===== src/inc/npu_pkg.sv =====
// Shared formats, field positions and constant encodings of the NaN unit
package npu_pkg;

  localparam int DATA_W     = 64;
  localparam int FRAC_MAX_W = 52;

  typedef enum logic [1:0] {
    FMT_HALF,
    FMT_SINGLE,
    FMT_DOUBLE
  } npu_fmt_t;

  typedef enum logic [1:0] {
    OP_ARITH,
    OP_CVT_H2S,
    OP_CVT_S2H
  } npu_op_t;

  // Half precision field layout
  localparam int H_SIGN    = 15;
  localparam int H_EXP_LSB = 10;
  localparam int H_EXP_W   = 5;
  localparam int H_FRAC_W  = 10;

  // Single precision field layout
  localparam int S_SIGN    = 31;
  localparam int S_EXP_LSB = 23;
  localparam int S_EXP_W   = 8;
  localparam int S_FRAC_W  = 23;

  // Double precision field layout
  localparam int D_SIGN    = 63;
  localparam int D_EXP_LSB = 52;
  localparam int D_EXP_W   = 11;
  localparam int D_FRAC_W  = 52;

  // Payload bits dropped when a single NaN narrows to half
  localparam int S2H_DROP  = S_FRAC_W - H_FRAC_W;

  // Reserved default indefinite quiet NaN, one per precision
  localparam logic [DATA_W-1:0] H_INDEF = 64'h0000_0000_0000_fe00;
  localparam logic [DATA_W-1:0] S_INDEF = 64'h0000_0000_ffc0_0000;
  localparam logic [DATA_W-1:0] D_INDEF = 64'hfff8_0000_0000_0000;

  // Reset values
  localparam logic [DATA_W-1:0] RESULT_RST = 64'h0000_0000_0000_0000;

endpackage


===== src/inc/npu_cls_if.sv =====
// Operand classification bundle between the NaN unit and its classifiers
interface npu_cls_if;
  logic [npu_pkg::DATA_W-1:0]     value;
  npu_pkg::npu_fmt_t              fmt;
  logic                           isNan;
  logic                           isQuiet;
  logic [npu_pkg::FRAC_MAX_W-1:0] frac;
  logic [npu_pkg::DATA_W-1:0]     quieted;

  modport user (
    output value,
    output fmt,
    input  isNan,
    input  isQuiet,
    input  frac,
    input  quieted
  );

  modport cls (
    input  value,
    input  fmt,
    output isNan,
    output isQuiet,
    output frac,
    output quieted
  );
endinterface


===== src/logic/npu_classify.sv =====
// NaN detection, quiet/signal split and quieting of one encoding
module npu_classify (
  // Operand in, classification out
  npu_cls_if.cls c
);

  wire logic                           expOnes;
  wire logic                           topBit;
  wire logic [npu_pkg::FRAC_MAX_W-1:0] fracField;
  wire logic [npu_pkg::DATA_W-1:0]     quietMask;

  assign expOnes =
    (c.fmt == npu_pkg::FMT_HALF) ?
      &c.value[npu_pkg::H_EXP_LSB +: npu_pkg::H_EXP_W] :
    (c.fmt == npu_pkg::FMT_SINGLE) ?
      &c.value[npu_pkg::S_EXP_LSB +: npu_pkg::S_EXP_W] :
      &c.value[npu_pkg::D_EXP_LSB +: npu_pkg::D_EXP_W];

  assign fracField =
    (c.fmt == npu_pkg::FMT_HALF) ?
      npu_pkg::FRAC_MAX_W'(c.value[npu_pkg::H_FRAC_W-1:0]) :
    (c.fmt == npu_pkg::FMT_SINGLE) ?
      npu_pkg::FRAC_MAX_W'(c.value[npu_pkg::S_FRAC_W-1:0]) :
      c.value[npu_pkg::D_FRAC_W-1:0];

  assign topBit =
    (c.fmt == npu_pkg::FMT_HALF)   ? c.value[npu_pkg::H_FRAC_W-1] :
    (c.fmt == npu_pkg::FMT_SINGLE) ? c.value[npu_pkg::S_FRAC_W-1] :
                                     c.value[npu_pkg::D_FRAC_W-1];

  // Only the top fraction bit; sign, exponent, payload stay
  assign quietMask =
    (c.fmt == npu_pkg::FMT_HALF)   ? 64'h1 << (npu_pkg::H_FRAC_W - 1) :
    (c.fmt == npu_pkg::FMT_SINGLE) ? 64'h1 << (npu_pkg::S_FRAC_W - 1) :
                                     64'h1 << (npu_pkg::D_FRAC_W - 1);

  assign c.isNan   = expOnes & (|fracField);
  assign c.isQuiet = topBit;
  assign c.frac    = fracField;
  // Non-NaN values pass untouched, so this also guards finished results
  assign c.quieted = c.isNan ? (c.value | quietMask) : c.value;

endmodule


===== src/logic/npu_nan_unit.sv =====
// NaN result selection and invalid-operation signalling stage
module npu_nan_unit (
  // Clock and reset
  input  wire logic                       mclk,
  input  wire logic                       rstn,
  // Operation request from the pipeline
  input  wire logic                       inValid,
  input  npu_pkg::npu_op_t                opKind,
  input  npu_pkg::npu_fmt_t               fmt,
  input  wire logic                       twoSrc,
  input  wire logic                       faultOnQnan,
  input  wire logic                       arithInvalid,
  input  wire logic [npu_pkg::DATA_W-1:0] srcA,
  input  wire logic [npu_pkg::DATA_W-1:0] srcB,
  input  wire logic [npu_pkg::DATA_W-1:0] arithResult,
  // Control
  input  wire logic                       invMasked,
  input  wire logic                       vectorMode,
  input  wire logic                       flagClear,
  // Result to writeback
  output logic                            outValid,
  output logic      [npu_pkg::DATA_W-1:0] result,
  output logic                            invalidExc,
  output logic                            writeSuppress,
  output logic                            formatError,
  output logic                            invalidFlag
);

  npu_cls_if ifA ();
  npu_cls_if ifB ();
  npu_cls_if ifR ();

  npu_classify uClsA (.c(ifA.cls));
  npu_classify uClsB (.c(ifB.cls));
  npu_classify uClsR (.c(ifR.cls));

  logic                       outValid_r;
  logic [npu_pkg::DATA_W-1:0] result_r;
  logic                       invalidExc_r;
  logic                       writeSuppress_r;
  logic                       formatError_r;
  logic                       invalidFlag_r;
  logic                       invalidFlag_nxt;

  wire logic                       isCvt;
  wire npu_pkg::npu_fmt_t          resFmt;
  wire logic                       nanA;
  wire logic                       nanB;
  wire logic                       sigA;
  wire logic                       sigB;
  wire logic                       anyNan;
  wire logic                       anySig;
  wire logic                       anyQuiet;
  wire logic                       halfMisuse;
  wire logic                       halfInArith;
  wire logic                       badH2sSrc;
  wire logic                       badS2hSrc;
  wire logic                       cvtTwoSrc;
  wire logic                       invCond;
  wire logic                       aLarger;
  wire logic                       stackPickA;
  wire logic                       pickA;
  wire logic [npu_pkg::DATA_W-1:0] nanPick;
  wire logic [npu_pkg::DATA_W-1:0] cvtH2s;
  wire logic [npu_pkg::DATA_W-1:0] cvtS2h;
  wire logic [npu_pkg::DATA_W-1:0] cvtNan;
  wire logic [npu_pkg::DATA_W-1:0] indef;
  wire logic [npu_pkg::DATA_W-1:0] resultNxt;
  wire logic                       raise;
  wire logic                       suppress;
  wire logic                       flagSet;

  assign isCvt  = (opKind != npu_pkg::OP_ARITH);
  assign resFmt = (opKind == npu_pkg::OP_CVT_H2S) ? npu_pkg::FMT_SINGLE :
                  (opKind == npu_pkg::OP_CVT_S2H) ? npu_pkg::FMT_HALF :
                                                    fmt;

  assign ifA.value = srcA;
  assign ifA.fmt   = fmt;
  assign ifB.value = srcB;
  assign ifB.fmt   = fmt;
  assign ifR.value = arithResult;
  assign ifR.fmt   = resFmt;

  // Second source only counts on two-operand operations
  assign nanA     = ifA.isNan;
  assign nanB     = twoSrc & ifB.isNan;
  assign sigA     = nanA & ~ifA.isQuiet;
  assign sigB     = nanB & ~ifB.isQuiet;
  assign anyNan   = nanA | nanB;
  assign anySig   = sigA | sigB;
  assign anyQuiet = (nanA & ifA.isQuiet) | (nanB & ifB.isQuiet);

  // Half values are legal only as conversion source or target
  assign halfInArith = (opKind == npu_pkg::OP_ARITH) &
                       (fmt == npu_pkg::FMT_HALF);
  assign badH2sSrc   = (opKind == npu_pkg::OP_CVT_H2S) &
                       (fmt != npu_pkg::FMT_HALF);
  assign badS2hSrc   = (opKind == npu_pkg::OP_CVT_S2H) &
                       (fmt != npu_pkg::FMT_SINGLE);
  // Conversions take one operand only
  assign cvtTwoSrc   = isCvt & twoSrc;
  assign halfMisuse  = halfInArith | badH2sSrc | badS2hSrc |
                       cvtTwoSrc;

  assign invCond = anySig | (faultOnQnan & anyQuiet) | arithInvalid;

  // Stack mode: quiet beats signaling, else larger significand, tie to A
  assign aLarger    = (ifA.frac >= ifB.frac);
  assign stackPickA = (sigA != sigB) ? ~sigA :
                                       aLarger;
  // Vector mode always takes the first source when both are NaNs
  assign pickA = ~nanB | (nanA & (vectorMode | stackPickA));
  // Quieted form leaves an already quiet NaN unchanged
  assign nanPick = pickA ? ifA.quieted :
                           ifB.quieted;

  // NaN through a conversion keeps sign and leading payload, quieted
  assign cvtH2s = npu_pkg::DATA_W'({srcA[npu_pkg::H_SIGN],
                                    {npu_pkg::S_EXP_W{1'b1}},
                                    1'b1,
                                    srcA[npu_pkg::H_FRAC_W-2:0],
                                    {npu_pkg::S2H_DROP{1'b0}}});
  // Narrowing drops the low payload bits of the single
  assign cvtS2h = npu_pkg::DATA_W'({srcA[npu_pkg::S_SIGN],
                                    {npu_pkg::H_EXP_W{1'b1}},
                                    1'b1,
                                    srcA[npu_pkg::S_FRAC_W-2:
                                         npu_pkg::S2H_DROP]});
  assign cvtNan = (opKind == npu_pkg::OP_CVT_H2S) ? cvtH2s : cvtS2h;

  // Indefinite follows the result format, not the source format
  assign indef = (resFmt == npu_pkg::FMT_HALF)   ? npu_pkg::H_INDEF :
                 (resFmt == npu_pkg::FMT_SINGLE) ? npu_pkg::S_INDEF :
                                                   npu_pkg::D_INDEF;

  // Finished results also pass the quieting guard
  assign resultNxt = (isCvt & nanA)  ? cvtNan :
                     anyNan          ? nanPick :
                     arithInvalid    ? indef :
                                       ifR.quieted;

  // A format fault is reported as such, never as an invalid trap
  assign raise    = invCond & ~invMasked & ~halfMisuse;
  assign suppress = raise | halfMisuse;
  assign flagSet  = inValid & invCond & invMasked & ~halfMisuse;

  // New event wins over a clear in the same cycle
  assign invalidFlag_nxt = flagSet ? 1'b1 :
                           flagClear ? 1'b0 :
                                       invalidFlag_r;

  // Pulses stand one cycle; the result holds until the next request
  always_ff @(posedge mclk) begin
    if (!rstn) begin
      outValid_r <= 1'b0;
    end else begin
      outValid_r <= inValid;
    end
  end

  always_ff @(posedge mclk) begin
    if (!rstn) begin
      result_r <= npu_pkg::RESULT_RST;
    end else if (inValid) begin
      result_r <= resultNxt;
    end
  end

  always_ff @(posedge mclk) begin
    if (!rstn) begin
      invalidExc_r <= 1'b0;
    end else begin
      invalidExc_r <= inValid & raise;
    end
  end

  always_ff @(posedge mclk) begin
    if (!rstn) begin
      writeSuppress_r <= 1'b0;
    end else begin
      writeSuppress_r <= inValid & suppress;
    end
  end

  always_ff @(posedge mclk) begin
    if (!rstn) begin
      formatError_r <= 1'b0;
    end else begin
      formatError_r <= inValid & halfMisuse;
    end
  end

  always_ff @(posedge mclk) begin
    if (!rstn) begin
      invalidFlag_r <= 1'b0;
    end else begin
      invalidFlag_r <= invalidFlag_nxt;
    end
  end

  assign outValid      = outValid_r;
  assign result        = result_r;
  assign invalidExc    = invalidExc_r;
  assign writeSuppress = writeSuppress_r;
  assign formatError   = formatError_r;
  assign invalidFlag   = invalidFlag_r;

endmodule


===== config.mk =====
export PLATFORM = sky130hd
export DESIGN_NAME = npu_nan_unit
export DESIGN_NICKNAME = d
export VERILOG_FILES = /design/src/inc/npu_pkg.sv /design/src/inc/npu_cls_if.sv /design/src/logic/npu_classify.sv /design/src/logic/npu_nan_unit.sv
export SDC_FILE = /design/constraint.sdc
export NUM_CORES = 1
export LEC_CHECK = 0
export BUFFER_PORTS_ARGS = -buffer_cell sky130_fd_sc_hd__clkbuf_2
export CORE_MARGIN = 2
export CORE_UTILIZATION = 49
export CTS_CLUSTER_DIAMETER = 40
export DETAILED_ROUTE_END_ITERATION = 12
export PLACE_DENSITY = 0.82
export SYNTH_ARGS = -nofsm -noshare
export SYNTH_HDL_FRONTEND = slang
export SYNTH_SLANG_ARGS = --single-unit

===== constraint.sdc =====
create_clock -name mclk -period 5.2 [get_ports mclk]
set_input_delay 1.04 -clock mclk [delete_from_list [all_inputs] [get_ports mclk]]
set_output_delay 1.04 -clock mclk [all_outputs]
set_load 0.02 [all_outputs]

==> results.md, run 1 <==
- Outcome: completed
- Max-slew violation total from the final report: 0
- Main flop type after synthesis: sky130_fd_sc_hd__dfxtp_1
- Pin count of the biggest net entering global routing: 54
- Post-CTS Repair Setup Buffers: 0
- Fillcell total: 1229
- Endpoint type of the worst setup path: register
- Number of hold-slack violations in the final timing report: 0
- Iter 0 DRT Violations: 1139
- Power density over the cells: 220 nW/um^2
- Remaining max-slew budget at the tightest pin: 25.6%
- Count of state elements after synthesis: 69
- Gates resized, CTS repair: 0
- Share of Yosys cell area claimed by the top area cell type: 21.5%
- Hold Crit Class: register to register
- Net switching power figure: 0.000625 W
- Post-detailed-routing wire length: 27.0 mm
- Number of clock buffers inserted by TritonCTS: 9
- Tightest Pin Transition: 1.12 ns
- Placement row count: 41
- RePlAce Congestion: 1.00
- Post-synthesis cell type with the largest combined area: sky130_fd_sc_hd__dfxtp_1
- Proportion of synthesized flip-flops having asynchronous set or reset: 0%
- Gr ovfl total: 0
- Arr. time, crit path: 4.63 ns
- Critical Path, Cell by Cell: clkbuf_2 > o41ai_1 > o21ai_0 > nor4_4 > a21oi_2 > nand2b_1 > ha_1 > o211ai_1 > nor2_1 > a211o_1 > a41o_2 > and2_1 > buf_4 > a221oi_1 > a211oi_1
- Crit path setup slack, layout: 0.764 ns
- Synth Cell Area: 6410 sq um
- Post-layout net count: 1404
- Share of total power consumed by net switching: 34.9%
- Top-level I/O count: 274
- Slowest cell on the critical path: sky130_fd_sc_hd__o41ai_1
- IR drop worst, VDD: 0.131 mV
- Leakage: 3.70 nW
- Core Util, Final: 64.0%
- Height of the die: 118 um
- Total area of sequential cells: 1380 sq um
- Antenna-violating nets left: 0
- Post-detail-place hpwl: 21.1 mm
- Total nets after synthesis: 1163
- Setup violators final: 0
- Register share of total power: 32.5%
- Cell with the most instances after synthesis: sky130_fd_sc_hd__nand2_1
- Top post-synthesis cells by area: sky130_fd_sc_hd__dfxtp_1, sky130_fd_sc_hd__nand2_1, sky130_fd_sc_hd__ha_1
- Post-placement worst setup slack: 0.517 ns
- Port Buffer Count: 273
- Per-instance average area after synthesis: 7.09 sq um
- Worst Path Required: 5.39 ns
- Share of power burned in the clock network: 36.9%
- Most instantiated cells after synthesis: sky130_fd_sc_hd__nand2_1, sky130_fd_sc_hd__a21oi_1, sky130_fd_sc_hd__dfxtp_1
- Maximum fanout along the worst path: 32
- Antenna violations before repair: 0
- Synthesized instance count: 905
- Router iterations before antenna repair: 5
- Unrepaired setup endpoints after global routing: false
- Worst-case clock skew: 0 ns
- Worst setup path class: primary input to register
- Combinational power share: 30.5%
- Number of enable-type register cells in the synthesized netlist: 0
- Max-capacitance violation count: 0
- Hold buffer count at CTS: 0
- H-tree depth reported by CTS: 3
- Via count: 8484
- Total power after layout: 0.00179 W
- First-pass GRT wire length: 41.2 mm
- Internal power consumption: 0.00117 W
- Die ar.: 14000 sq um
- TritonCTS clock tree: done
- Initial core utilization: 50.4%
- Area used by multi-input combinational logic: 4670 sq um
- Area growth from synthesis to final layout: 27.0%
- Average via count per standard cell: 6.41
- F_max: 225 MHz
- Summed negative setup slack over all endpoints: 0 ns
- Cell variety after synth: 68
- Diode insertion count for antenna repair: 0
- Post-layout min period: 4.44 ns
- GR Util All Layers: 37.0%
- Area of the core region: 12700 sq um
- Vias in the first global route: 7883
- Worst path max stage delay: 0.62 ns
- Root Buffer Master: sky130_fd_sc_hd__clkbuf_16
- Clk sinks: 69
- Share of the yosys chip area belonging to registers: 21.5%
- Detailed-route wire length per cell: 20.4 um
- Fraction of layout cells with a size suffix above 1: 28.2%
- Clock Latency Late Sink: 0.34 ns
- Clock Tree Buf Depth: 2
- Post-route DRC: 0
- Post-CTS clock slew at the launch and capture registers of the worst setup and hold paths: 0.06 ns
- Kind of start point of the critical path: primary input
- Number of warnings reported in the yosys synthesis log: 0
- Period Utilization, post-route: 85.3%
- Die width: 118 um
-- final timing paths --
| check | from | endpoint | slack [ns] | cells after the start |
|---|---|---|---|---|
| worst min register to register | result[44] | result[44] | 0.44 | 2 |
| worst min-delay path | result[44] | result[44] | 0.44 | 2 |
| worst max register to register | result[13] | result[13] | 4.02 | 3 |
| worst max-delay path | srcA[41] | result[23] | 0.76 | 15 |
-- area by class of cell --
class	count	share of cell area, %
Clock buffer	11	3.10
Clock inverter	5	0.722
Inverter	24	1.11
Multi-Input combinational cell	754	57.3
Sequential cell	69	17.0
Tap cell	172	2.64
Timing Repair Buffer	288	18.2
-- stage by stage --
step / cell area [sq um] / instances / hold slack [ns]
floorplan: 6410 / 905 / 0.517
global placement: 7830 / 1307 / 0.427
detailed placement: 7830 / 1307 / 0.431
CTS: 8150 / 1323 / 0.439
global route: 8150 / 1323 / 0.463
finish: 8150 / 1323 / 0.439
-- registers in the layout, summed over array words and instances, names as in the netlist --
register,flops
formatError,1
invalidExc,1
invalidFlag,1
outValid,1
result,64
writeSuppress,1
-- layer usage --
layer,share of wire [%],global-route usage [%],wire [um],up-vias
li1,-,-,-,3897
met1,38,46.5,10100,3859
met2,45,59.8,12200,633
met3,13,9.17,3580,95
met4,4.3,16.6,1150,0
met5,0,0,0,-
-- layout by cell type, fill, tap and decap left out, types with 3 or more instances in the layout --
cell type and count:
sky130_fd_sc_hd__o211ai_1 4, sky130_fd_sc_hd__a311oi_1 4, sky130_fd_sc_hd__ha_1 53, sky130_fd_sc_hd__o22ai_1 5, sky130_fd_sc_hd__a21o_1 4, sky130_fd_sc_hd__nand2_1 193
sky130_fd_sc_hd__inv_1 24, sky130_fd_sc_hd__nor3_1 9, sky130_fd_sc_hd__a21oi_1 79, sky130_fd_sc_hd__a41oi_1 4, sky130_fd_sc_hd__a211oi_2 3, sky130_fd_sc_hd__and2_1 43
sky130_fd_sc_hd__buf_4 15, sky130_fd_sc_hd__mux2i_1 4, sky130_fd_sc_hd__a221oi_1 21, sky130_fd_sc_hd__clkbuf_2 273, sky130_fd_sc_hd__o21bai_1 4, sky130_fd_sc_hd__nand4_1 32
sky130_fd_sc_hd__o31ai_1 3, sky130_fd_sc_hd__o21ai_0 61, sky130_fd_sc_hd__a31oi_1 15, sky130_fd_sc_hd__nor2b_1 11, sky130_fd_sc_hd__dfxtp_1 69, sky130_fd_sc_hd__nor2_1 36
sky130_fd_sc_hd__nand2b_1 6, sky130_fd_sc_hd__o221ai_1 19, sky130_fd_sc_hd__a211o_1 3, sky130_fd_sc_hd__or2_2 5, sky130_fd_sc_hd__clkbuf_16 9, sky130_fd_sc_hd__nor4_1 36
sky130_fd_sc_hd__o21a_1 12, sky130_fd_sc_hd__nand3_1 12, sky130_fd_sc_hd__a221o_1 16, sky130_fd_sc_hd__a211oi_1 14
-- power groups by stage --
| stage | Sequential [W] | Clock [W] | Combinational (W) |
|---|---|---|---|
| finish | 0.000583 | 0.000662 | 0.000547 |
| global route | 0.000586 | 0.000682 | 0.000590 |
| CTS | 0.000582 | 0.000656 | 0.000533 |
| detailed placement | 0.000594 | 0 | 0.000528 |
| global placement | 0.000593 | 0 | 0.000522 |
| floorplan | 0.000630 | 0 | 0.000256 |
-- critical path, delay by kind of cell --
kind                       cells  cell delay (ns)
buffers and inverters          2             0.36
and+or+nand+nor                4             0.77
AOI/OAI and AO/OA              8             2.20
adders and majority gates      1             0.25
-- cell families (layout without fill, tap and decap cells) --
group / after synthesis / count (layout) / synth area share (%)
flip-flops: 69 / 69 / 21.5
adder cells (fa/ha/maj): 54 / 54 / 10.5
AND/OR/NAND/NOR: 401 / 401 / 30.3
buffers and inverters: 82 / 328 / 5.78
XOR/XNOR: 1 / 1 / 0.137
AO/OA/AOI/OAI: 294 / 294 / 31.1
multiplexers: 4 / 4 / 0.624
No activity file was read; power rests on OpenSTA's default activity.
==> inputs of run 2 (changes only) <==
--- a/config.mk
+++ b/config.mk
@@ -7,10 +7,11 @@
 export LEC_CHECK = 0
 export BUFFER_PORTS_ARGS = -buffer_cell sky130_fd_sc_hd__clkbuf_2
 export CORE_MARGIN = 2
-export CORE_UTILIZATION = 49
+export CORE_UTILIZATION = 53
 export CTS_CLUSTER_DIAMETER = 40
 export DETAILED_ROUTE_END_ITERATION = 12
-export PLACE_DENSITY = 0.82
+export PLACE_DENSITY = 0.83
 export SYNTH_ARGS = -nofsm -noshare
 export SYNTH_HDL_FRONTEND = slang
+export SYNTH_HIERARCHICAL = 1
 export SYNTH_SLANG_ARGS = --single-unit
==> results.md, run 2 <==
- F_max: 205 MHz (-9.3%)
- Tightest Pin Transition: 0.842 ns (-0.274 ns)
- Number of clock buffers inserted by TritonCTS: 9 (unchanged)
- Max-capacitance violation count: 0 (unchanged)
- Clock Latency Late Sink: 0.35 ns (about the same)
- Share of total power consumed by net switching: 31.4% (-3.5 points)
- Post-detail-place hpwl: 21.3 mm (+1.1%)
- Summed negative setup slack over all endpoints: 0 ns (unchanged)
- Placed Cells: 1244 (-4.8%)
- Endpoint type of the worst setup path: register
- Die width: 126 um (+6.4%)
- Detailed-route wire length per cell: 21.3 um (+4.0%)
- Synthesized instance count: 1018 (+12%)
- Vias in the first global route: 7568 (-4.0%)
- Average via count per standard cell: 6.26 (-2.4%)
- Fillcell total: 1378 (+12%)
- Total area of sequential cells: 1380 sq um (unchanged)
- Internal power consumption: 0.00128 W (+9.4%)
- Per-instance average area after synthesis: 7.74 sq um (+9.2%)
- Top-level I/O count: 274 (unchanged)
- Gr ovfl total: 0 (unchanged)
- First-pass GRT wire length: 40.5 mm (-1.7%)
- Commonest non-fill, non-tap cells in the layout: sky130_fd_sc_hd__clkbuf_2, sky130_fd_sc_hd__nand2_1, sky130_fd_sc_hd__dfxtp_1, sky130_fd_sc_hd__inv_1, sky130_fd_sc_hd__a21oi_1
- Post-CTS clock slew at the launch and capture registers of the worst setup and hold paths: 0.06 ns (about the same)
- Diode insertion count for antenna repair: 0 (unchanged)
- Combinational power share: 27.2% (-3.3 points)
- Maximum fanout along the worst path: 30 (-6.3%)
- Setup violators final: 0 (unchanged)
- Clock Tree Buf Depth: 2 (unchanged)
- Post-CTS Repair Setup Buffers: 0 (unchanged)
- Final standard cell count with taps included and fillers excluded: 1260 (-4.8%)
- Unrepaired setup endpoints after global routing: false
- Initial core utilization: 54.2% (+3.8 points)
- Hold buffer count at CTS: 0 (unchanged)
- Outcome: completed
- Gates resized, CTS repair: 0 (unchanged)
- Die ar.: 15900 sq um (+13%)
- Worst-case clock skew: 0 ns (unchanged)
- Router iterations before antenna repair: 8 (+3)
- Kind of start point of the critical path: primary input
- Crit path setup slack, layout: 0.311 ns (-0.453 ns)
- Leakage: 3.80 nW (+2.8%)
- Total nets after synthesis: 1276 (+9.7%)
- Fraction of layout cells with a size suffix above 1: 31.8% (+3.5 points)
- Post-layout min period: 4.89 ns (+0.453 ns)
- Placement row count: 44 (+7.3%)
- H-tree depth reported by CTS: 3 (unchanged)
- Power density over the cells: 226 nW/um^2 (+2.9%)
- Area of the core region: 14500 sq um (+14%)
- Worst path max stage delay: 0.51 ns (-0.11 ns)
- Antenna-violating nets left: 0 (unchanged)
- Antenna violations before repair: 1 (+1)
- Commonest non-fill, non-tap cell in the layout: sky130_fd_sc_hd__clkbuf_2
- Synth Cell Area: 7880 sq um (+23%)
- Post-layout net count: 1329 (-5.3%)
- Via count: 7888 (-7.0%)
- Iter 0 DRT Violations: 1000 (-12%)
- Critical Path, Cell by Cell: clkbuf_2 > buf_4 > o21ai_0 > nand4_1 > a211oi_1 > o21ai_0 > nand2_2 > or2_2 > ha_1 > or4_1 > a211oi_1 > a31oi_1 > a211oi_2 > o21bai_4 > nor2b_4 > buf_6 > a221o_1
- Net switching power figure: 0.000585 W (-6.4%)
- Worst setup path class: primary input to register
- Port Buffer Count: 273 (unchanged)
- IR drop worst, VDD: 0.199 mV (+52%)
- Share of power burned in the clock network: 41.9% (+5.0 points)
- Remaining max-slew budget at the tightest pin: 43.3% (+18 points)
- Number of warnings reported in the yosys synthesis log: 6 (+6)
- Arr. time, crit path: 5.18 ns (+0.55 ns)
- Number of hold-slack violations in the final timing report: 0 (unchanged)
- Max-slew violation total from the final report: 0 (unchanged)
- Hold Crit Class: register to register
- Largest register FFs: 64 (unchanged)
- TritonCTS clock tree: done
- Clk sinks: 69 (unchanged)
- R2R Setup Slk: 4.08 ns (+0.06 ns)
- Register share of total power: 31.0% (-1.5 points)
- Height of the die: 126 um (+6.4%)
- Pin count of the biggest net entering global routing: 58 (+7.4%)
- Area growth from synthesis to final layout: 4.35%
- Slowest cell on the critical path: sky130_fd_sc_hd__or4_1
- Post-route DRC: 0 (unchanged)
- Post-placement worst setup slack: -0.0232 ns (-0.541 ns)
- Root Buffer Master: sky130_fd_sc_hd__clkbuf_16
- Post-detailed-routing wire length: 26.8 mm (-0.95%)
- Area used by multi-input combinational logic: 4460 sq um (-4.4%)
- Period Utilization, post-route: 94.0% (+8.7 points)
- Worst Path Required: 5.49 ns (+0.10 ns)
- GR Util All Layers: 32.2% (-4.8 points)
- RePlAce Congestion: 1.05 (+4.3%)
## run 2: worst max-delay path: cells and delay by family
| kind | cells | cell delay [ns] |
|---|---|---|
| AOI/OAI and AO/OA | 8 | 1.91 |
| and+or+nand+nor | 5 | 1.21 |
| buffers and inverters | 3 | 0.74 |
| adders and majority gates | 1 | 0.23 |
## run 2: power groups by stage
stage / logic, W / registers (W) / clock network [W]
2_1_floorplan: 0.000332 / 0.000620 / 0
3_3_place_gp: 0.000484 / 0.000587 / 0
3_5_place_dp: 0.000491 / 0.000587 / 0
4_1_cts: 0.000495 / 0.000576 / 0.000782
5_1_grt: 0.000548 / 0.000579 / 0.000802
6_report: 0.000506 / 0.000576 / 0.000779
## run 2: path summary, 6_finish.rpt
check	from	to	cells after the start
worst max register to register	result[4]	result[4]	3
worst min register to register	result[13]	result[13]	2
worst min-delay path	result[13]	result[13]	2
worst max-delay path	fmt[1]	result[61]	17
## run 2: cell type report
type	instances	share of cell area (%)
tap	184	2.80
sequential	69	16.8
clock inverter	7	1.77
inverter	66	3.01
clock buffer	9	2.74
timing repair buffer	294	18.6
multi-input combinational	631	54.3
## run 2: metal layers
metal	global-route usage, %	wire length [um]	vias to the layer above
met5	0	13	-
met4	14.7	1150	2
met3	9.39	3190	114
met2	52.2	12100	588
met1	39.6	10300	3612
li1	-	-	3572
## run 2: metrics by stage
stage / area, sq um / total power [W] / hold WS, ns / utilization, %
floorplan: 7880 / 0.000952 / 0.536 / -
global placement: 7840 / 0.00107 / 0.446 / 54.0
detailed placement: 7840 / 0.00108 / 0.459 / 54.0
CTS: 8210 / 0.00185 / 0.473 / 56.5
global route: 8220 / 0.00193 / 0.493 / 56.6
finish: 8220 / 0.00186 / 0.464 / 56.6
